## config.mk

```make
export PLATFORM = sky130hd
export DESIGN_NAME = irqep_regs
export DESIGN_NICKNAME = d
export VERILOG_FILES = /design/src/logic/irqep_pkg.sv /design/src/logic/irqep_line_sync.sv /design/src/logic/irqep_regs.sv
export SDC_FILE = /design/constraint.sdc
export NUM_CORES = 1
export LEC_CHECK = 0
export BUFFER_PORTS_ARGS = -buffer_cell sky130_fd_sc_hd__buf_2
export CELL_PAD_IN_SITES_DETAIL_PLACEMENT = 0
export CELL_PAD_IN_SITES_GLOBAL_PLACEMENT = 1
export CORE_ASPECT_RATIO = 1.4
export CORE_MARGIN = 4
export CORE_UTILIZATION = 40
export DETAILED_ROUTE_END_ITERATION = 10
export GPL_ROUTABILITY_DRIVEN = 1
export GPL_TIMING_DRIVEN = 0
export PLACE_DENSITY_LB_ADDON = 0.2
export SYNTH_ARGS = -nofsm -noshare
export SYNTH_HDL_FRONTEND = slang
export SYNTH_SLANG_ARGS = --single-unit
```

## constraint.sdc

```tcl
create_clock -name clk_sys -period 4.5 [get_ports clk_sys]
set_input_delay 0.45 -clock clk_sys [delete_from_list [all_inputs] [get_ports clk_sys]]
set_output_delay 0.45 -clock clk_sys [all_outputs]
set_load 0.03 [all_outputs]
```

## src/logic/irqep_pkg.sv

```systemverilog
// Purpose: Shared constants and carrier types for the interrupt enable and pending block.
// Assumes: One 32-bit word per register on the private peripheral bus.
// Notes: Addresses are the full byte addresses seen by the processor.
package irqep_pkg;

	localparam int MAX_IRQ = 32;
	localparam int DATA_W = 32;
	localparam int ADDR_W = 32;

	////////////////////////////////////////////////////////////////////////////////
	// Register map.
	localparam logic [ADDR_W-1:0] ADDR_ENABLE_SET = 32'he000_e100;
	localparam logic [ADDR_W-1:0] ADDR_ENABLE_CLEAR = 32'he000_e180;
	localparam logic [ADDR_W-1:0] ADDR_PENDING_SET = 32'he000_e200;

	localparam logic [DATA_W-1:0] RESET_ENABLE = 32'h0000_0000;
	localparam logic [DATA_W-1:0] RESET_PENDING = 32'h0000_0000;
	localparam logic [DATA_W-1:0] RESET_ACTIVE = 32'h0000_0000;
	localparam logic [DATA_W-1:0] READ_UNMAPPED = 32'h0000_0000;

	////////////////////////////////////////////////////////////////////////////////
	// Carriers.
	typedef enum logic [1:0] {
		SEL_NONE,
		SEL_ENABLE_SET,
		SEL_ENABLE_CLEAR,
		SEL_PENDING_SET
	} irqep_sel_type;

	typedef struct packed {
		logic valid;
		logic write;
		logic [ADDR_W-1:0] addr;
		logic [DATA_W-1:0] wdata;
	} irqep_req_type;

	typedef struct packed {
		logic valid;
		logic [DATA_W-1:0] rdata;
	} irqep_rsp_type;

	function automatic irqep_sel_type irqep_decode(input logic [ADDR_W-1:0] addr);
		if (addr == ADDR_ENABLE_SET) begin
			return SEL_ENABLE_SET;
		end else if (addr == ADDR_ENABLE_CLEAR) begin
			return SEL_ENABLE_CLEAR;
		end else if (addr == ADDR_PENDING_SET) begin
			return SEL_PENDING_SET;
		end else begin
			return SEL_NONE;
		end
	endfunction : irqep_decode

endpackage : irqep_pkg

```

## src/logic/irqep_line_sync.sv

```systemverilog
// Purpose: Brings interrupt lines into the processor clock and finds rising edges.
// Assumes: Lines are active high and may change at any time.
// Notes: The first stage feeds only the second stage.
`timescale 1ns/1ps
module irqep_line_sync #(
	parameter int WIDTH = 32
) (
	input wire logic clk_sys,
	input wire logic srst,
	input wire logic [WIDTH-1:0] lineIn,
	output logic [WIDTH-1:0] lineLevel,
	output logic [WIDTH-1:0] lineRise
);

	typedef struct packed {
		logic [WIDTH-1:0] meta;
		logic [WIDTH-1:0] sync;
		logic [WIDTH-1:0] prev;
	} irqep_sync_state_type;

	irqep_sync_state_type state;
	irqep_sync_state_type next_state;

	always_comb begin
		next_state = state;
		next_state.meta = lineIn;
		next_state.sync = state.meta;
		next_state.prev = state.sync;
	end

	always_ff @(posedge clk_sys) begin
		if (srst) begin
			state <= '0;
		end else begin
			state <= next_state;
		end
	end

	assign lineLevel = state.sync;
	// A line held high across reset release shows as an edge once, which is harmless.
	assign lineRise = state.sync & ~state.prev;

endmodule : irqep_line_sync

```

## src/logic/irqep_regs.sv

```systemverilog
// Purpose: Enable, pending and active state for up to 32 external interrupts.
// Assumes: Core entry and return strobes are one-hot pulses on clk_sys.
// Notes: Register reads answer one cycle after the request.
`timescale 1ns/1ps

// Notes on behaviour
// [RULE1] The enable-set register is 32 bits with bit n serving interrupt n.
// [RULE2] Reading the enable-set register returns 1 for enabled and 0 for disabled interrupts.
// [RULE3] Writing 1 to an enable-set bit enables that interrupt and leaves the others alone.
// [RULE4] Writing 0 to any bit of the three registers changes nothing.
// [RULE5] The enable-clear register is 32 bits and reads back the same enable state.
// [RULE6] Writing 1 to an enable-clear bit disables that interrupt against new activation.
// [RULE7] The pending-set register is 32 bits with bit n serving interrupt n.
// [RULE8] Reading the pending-set register returns 1 for pending and 0 for idle interrupts.
// [RULE9] Writing 1 to a pending-set bit makes that interrupt pending like its line would.
// [RULE10] A disabled interrupt still becomes pending but is not activated until enabled.
// [RULE11] Disabling an active interrupt keeps it active until reset or exception return.
// [RULE12] Enable and pending state of all interrupts reset to zero.
// [RULE13] Both enable registers act on one shared enable vector.
module irqep_regs #(
	parameter int NUM_IRQ = 32
) (
	input wire logic clk_sys,
	input wire logic srst,
	input wire irqep_pkg::irqep_req_type busReq,
	output irqep_pkg::irqep_rsp_type busRsp,
	input wire logic [NUM_IRQ-1:0] irqLine,
	input wire logic [NUM_IRQ-1:0] entryGrant,
	input wire logic [NUM_IRQ-1:0] excReturn,
	output logic [NUM_IRQ-1:0] enableOut,
	output logic [NUM_IRQ-1:0] pendingOut,
	output logic [NUM_IRQ-1:0] activeOut,
	output logic [NUM_IRQ-1:0] requestOut
);

	////////////////////////////////////////////////////////////////////////////////
	// Elaboration checks.
	if (NUM_IRQ < 1 || NUM_IRQ > irqep_pkg::MAX_IRQ) begin : g_bad_num
		$error("NUM_IRQ must be between 1 and 32.");
	end

	typedef struct packed {
		logic [NUM_IRQ-1:0] enable;
		logic [NUM_IRQ-1:0] pending;
		logic [NUM_IRQ-1:0] active;
		logic [NUM_IRQ-1:0] request;
		irqep_pkg::irqep_rsp_type rsp;
	} irqep_state_type;

	irqep_state_type state;
	irqep_state_type next_state;

	logic [NUM_IRQ-1:0] lineLevel;
	logic [NUM_IRQ-1:0] lineRise;
	irqep_pkg::irqep_sel_type sel;
	logic [NUM_IRQ-1:0] wbits;
	logic [NUM_IRQ-1:0] pend_assert_bits;
	logic [NUM_IRQ-1:0] activate;
	logic [irqep_pkg::DATA_W-1:0] rdWord;

	irqep_line_sync #(
		.WIDTH(NUM_IRQ)
	) u_sync (
		.clk_sys(clk_sys),
		.srst(srst),
		.lineIn(irqLine),
		.lineLevel(lineLevel),
		.lineRise(lineRise)
	);

	////////////////////////////////////////////////////////////////////////////////
	// Next state.
	always_comb begin
		next_state = state;
		sel = irqep_pkg::irqep_decode(busReq.addr);
		// Bits above NUM_IRQ have no interrupt behind them and are dropped here.
		wbits = busReq.wdata[NUM_IRQ-1:0]; // [RULE1] [RULE7]
		rdWord = irqep_pkg::READ_UNMAPPED;
		// Only entry to an enabled, pending interrupt activates it.
		activate = entryGrant & state.enable & state.pending; // [RULE10]
		// A level still high at exception return re-pends, as an edge would.
		pend_assert_bits = lineRise | (lineLevel & excReturn); // [RULE10]
		if (busReq.valid && busReq.write && sel == irqep_pkg::SEL_ENABLE_SET) begin
			next_state.enable = state.enable | wbits; // [RULE3] [RULE4] [RULE13]
		end else if (busReq.valid && busReq.write && sel == irqep_pkg::SEL_ENABLE_CLEAR) begin
			next_state.enable = state.enable & ~wbits; // [RULE6] [RULE4] [RULE13]
		end else if (busReq.valid && busReq.write && sel == irqep_pkg::SEL_PENDING_SET) begin
			pend_assert_bits = pend_assert_bits | wbits; // [RULE9] [RULE4]
		end
		// A new assertion wins over the clear made by exception entry.
		next_state.pending = pend_assert_bits | (state.pending & ~activate); // [RULE10]
		// Disabling does not touch active bits; only return or reset clears them.
		next_state.active = activate | (state.active & ~excReturn); // [RULE11]
		next_state.request = next_state.enable & next_state.pending & ~next_state.active;
		if (sel == irqep_pkg::SEL_ENABLE_SET || sel == irqep_pkg::SEL_ENABLE_CLEAR) begin
			rdWord[NUM_IRQ-1:0] = state.enable; // [RULE2] [RULE5] [RULE13]
		end else if (sel == irqep_pkg::SEL_PENDING_SET) begin
			rdWord[NUM_IRQ-1:0] = state.pending; // [RULE8]
		end
		next_state.rsp.valid = busReq.valid;
		next_state.rsp.rdata = (busReq.valid && !busReq.write) ? rdWord : irqep_pkg::READ_UNMAPPED;
	end

	always_ff @(posedge clk_sys) begin
		if (srst) begin
			state.enable <= irqep_pkg::RESET_ENABLE[NUM_IRQ-1:0]; // [RULE12]
			state.pending <= irqep_pkg::RESET_PENDING[NUM_IRQ-1:0]; // [RULE12]
			state.active <= irqep_pkg::RESET_ACTIVE[NUM_IRQ-1:0];
			state.request <= '0;
			state.rsp <= '0;
		end else begin
			state <= next_state;
		end
	end

	assign busRsp = state.rsp;
	assign enableOut = state.enable;
	assign pendingOut = state.pending;
	assign activeOut = state.active;
	assign requestOut = state.request;

	////////////////////////////////////////////////////////////////////////////////
	// Checks.
	logic [NUM_IRQ-1:0] reqWbits;
	irqep_pkg::irqep_sel_type reqSel;
	logic reqWr;
	logic reqRd;
	assign reqWbits = busReq.wdata[NUM_IRQ-1:0];
	assign reqSel = irqep_pkg::irqep_decode(busReq.addr);
	assign reqWr = busReq.valid && busReq.write;
	assign reqRd = busReq.valid && !busReq.write;
	logic [NUM_IRQ-1:0] pendWrBits;
	logic [NUM_IRQ-1:0] grantHit;
	logic [NUM_IRQ-1:0] levelReturn;
	assign pendWrBits = (reqWr && reqSel == irqep_pkg::SEL_PENDING_SET) ? reqWbits : '0;
	assign grantHit = entryGrant & enableOut & pendingOut;
	assign levelReturn = lineLevel & excReturn;
endmodule : irqep_regs

```

==> run metrics <==
CP Cell Sequence buf_2, nor4_1, nand4_1, or2_1, clkbuf_1, buf_4, nor2_1, ha_1, and4b_1, clkbuf_1, nor3b_1, clkbuf_1, o2bb2ai_1; Async SR Flop Fraction 0%; CP Capture Type register; # setup viols final 0; core area 23500 µm²; largest net degree at the start of global routing 15; Period minus WS final 3.87 ns; placed cell areas 11600 µm²; antenna viol nets, final 0; Peak VDD IR between 0.0002 and 0.0003 V; Initial DRT Pass Iterations 5; RD Place Congestion 0.839; largest cells by area after synthesis dfxtp_1, nor2b_1, a32oi_1, nand2b_1, nor2_1; Clk pwr share 42.7%; area delta synth->final 28.9%; CTS Hold Bufs 0; Sinks on Clock Net 257; outcome complete, no violations; WL/cell 19.1 µm; Synth Warn # 0; Total Die Area 26700 µm²; dominant cell type by area after synthesis dfxtp_1; HPWL Detailed roughly 24000 µm; Comb power frac 6.7%; Data required, critical path approximately 4.9 ns; CTS tree done; sequential area share after synthesis 53.4%; post-synthesis mux area share less than 1%; Mapped Avg Cell Area 9.49 µm²; die width 139 µm; main combinational cell family by area after synthesis compound AO/OA/AOI/OAI gates; Overflow after GRT 0; Post-Synth Simple-Gate Area 20.9%; met2 WL 16600 µm; Cell Area, Synth around 9600 µm²; switching pwr 1080 µW; Sw Share around 23%; first-pass GRT wire length 48700 µm; WP data arrival roughly 4.3 ns; number of CTS-inserted buffers 25; Clock Latency Late Sink 0.52 ns; Internal 3570 µW; initial antenna violation count 6; Mapped Cells 1015; routed wl met3 2490 µm; DRT Wirelength ~32000 µm; vias in the first global route 8764; I/O Buffers 324; slowest stage delay, CP between 0.6 and 0.7 ns; Max Freq 0.259 GHz; CP Launch Type input pin; clock-pin transition on the worst setup and hold timing paths 0.06 ns; Netlist cell types 41; Top Ports 325; Yosys top cell area share 53.4%; Power Dens Cells 375 nW/µm²; starting DRC count in detailed routing 369; # DRC 0; Fin Setup TNS 0 ns; Final #Nets 1532; Synth Area in Adders less than 1%; most frequent CP cell clkbuf_1; Compound-Gate Fraction of Synth Area 21.2%; critical path peak fanout 10; LEAKAGE 0.00566 µW; Buf/Inv on CP 5; Post-synth EDFFs 0; xor/xnor share of the synthesized area 0%; die span in y 192 µm; most common cell in the synthesized netlist dfxtp_1; max-cap violations 0; H-tree depth 1; post_cts resized 0; Reg power frac 50.6%; Tot GR Track Use between 20% and 30%; Slew Limit Fails 0; vias between 8k and 9k; initial core utilization between 40% and 50%; most frequent cells after synthesis dfxtp_1, nor2b_1, nor2_1, nand2b_1, nand2_1; Min-Delay Path Class input pin to register; Core Rows 66; Synth Flop Type dfxtp_1; clk buf depth 3; slowest CP cell nor3b_1; RSZ-0062 raised after global routing no; Slew Limit Headroom 35.2%; share of cells above drive strength 1 27.5%; Setup Buffers After CTS 0; post-route cell area 12400 µm²; crit-path leading delay family simple AND/OR/NAND/NOR gates; DR top layer met5; final worst-path cycle share 85.9%; Worst Skew 0.0107 ns; wire length on met1 12600 µm; worst-margin pin slew 0.964 ns; overall power around 4700 µW; Yosys reg bits 257; Crit Path Category input pin to register; syn_nets 1181; CTS root buffer clkbuf_16; vias per inst 5.16; Fin. Hold Viols 0
==> logic make-up after synthesis <==
logic type | count (synthesis)
fa+ha+maj | 2
mux | 1
flops | 257
compound gates | 288
buf+inv | 88
simple gates | 379
==> state kept, by name, summed over array words and instances (netlist names) <==
name / flops
busRsp: 33
u_sync.state: 32
pendingOut: 32
u_sync.next_state: 32
enableOut: 32
u_sync.lineLevel: 32
activeOut: 32
requestOut: 32
==> power groups by stage <==
stage	Sequential, µW	Combinational (µW)	Clock [µW]
2_1_floorplan	2430	126	0
3_3_place_gp	2400	307	0
3_5_place_dp	2400	311	0
4_1_cts	2350	312	2030
5_1_grt	2360	340	2120
6_report	2350	311	1990
==> layout by cell type (no fill, tap or decap), types with 2 or more instances in the layout <==
cell type	Yosys	routed
o21ai_1	27	27
nand4_1	2	2
a22oi_1	32	32
clkbuf_16	0	25
o2bb2ai_1	32	32
clkbuf_1	42	47
dfxtp_1	257	257
o21ai_0	4	4
nor2b_1	127	127
diode_2	0	5
nor2_1	98	98
nand2b_1	68	68
buf_6	6	6
buf_2	1	325
nor3_1	2	2
nor4_1	2	2
buf_1	4	4
o21bai_1	31	31
a32oi_1	63	63
nand2_1	66	66
and4b_1	2	2
inv_1	33	33
clkinv_2	0	6
ha_1	2	2
a21o_1	32	32
a21oi_1	64	64
clkbuf_8	1	7
==> per-stage QoR <==
stage                     cells  setup WS, ns  utilization, %  hold slack [ns]
after floorplan            1015          1.44               -            0.414
after global placement     1645        0.0605            49.6            0.418
after detailed placement   1645        0.0303            49.6            0.421
after CTS                  1688         0.580            52.9            0.120
after global routing       1690         0.357            52.9            0.126
final                      1693         0.634            52.9            0.140
==> cell type report <==
type	count	area [µm²]
Inverter	33	124
Fill cell	2295	11000
Sequential cell	257	5140
Multi-Input combinational cell	670	4100
Clock inverter	7	37.5
Antenna cell	5	12.5
Clock buffer	36	727
Tap cell	306	383
Timing Repair Buffer	324	1620
Buffer	55	267
==> routing by layer <==
| layer | vias up | track usage [%] |
|---|---|---|
| li1 | 4238 | - |
| met1 | 4138 | 26.8 |
| met2 | 303 | 42.6 |
| met3 | 50 | 5.35 |
| met4 | 6 | 6.25 |
| met5 | - | 0 |
==> worst paths after layout <==
path | from | to | slack (ns) | depth (start not counted)
setup / recovery | busReq[34] | pendingOut[18] | 0.63 | 13
hold reg to reg | u_sync.next_state[34] | u_sync.lineLevel[2] | 0.43 | 1
hold / removal | irqLine[29] | u_sync.next_state[61] | 0.14 | 2
setup reg to reg | enableOut[17] | requestOut[17] | 3.18 | 5
No activity file was read; power rests on OpenSTA's default activity.
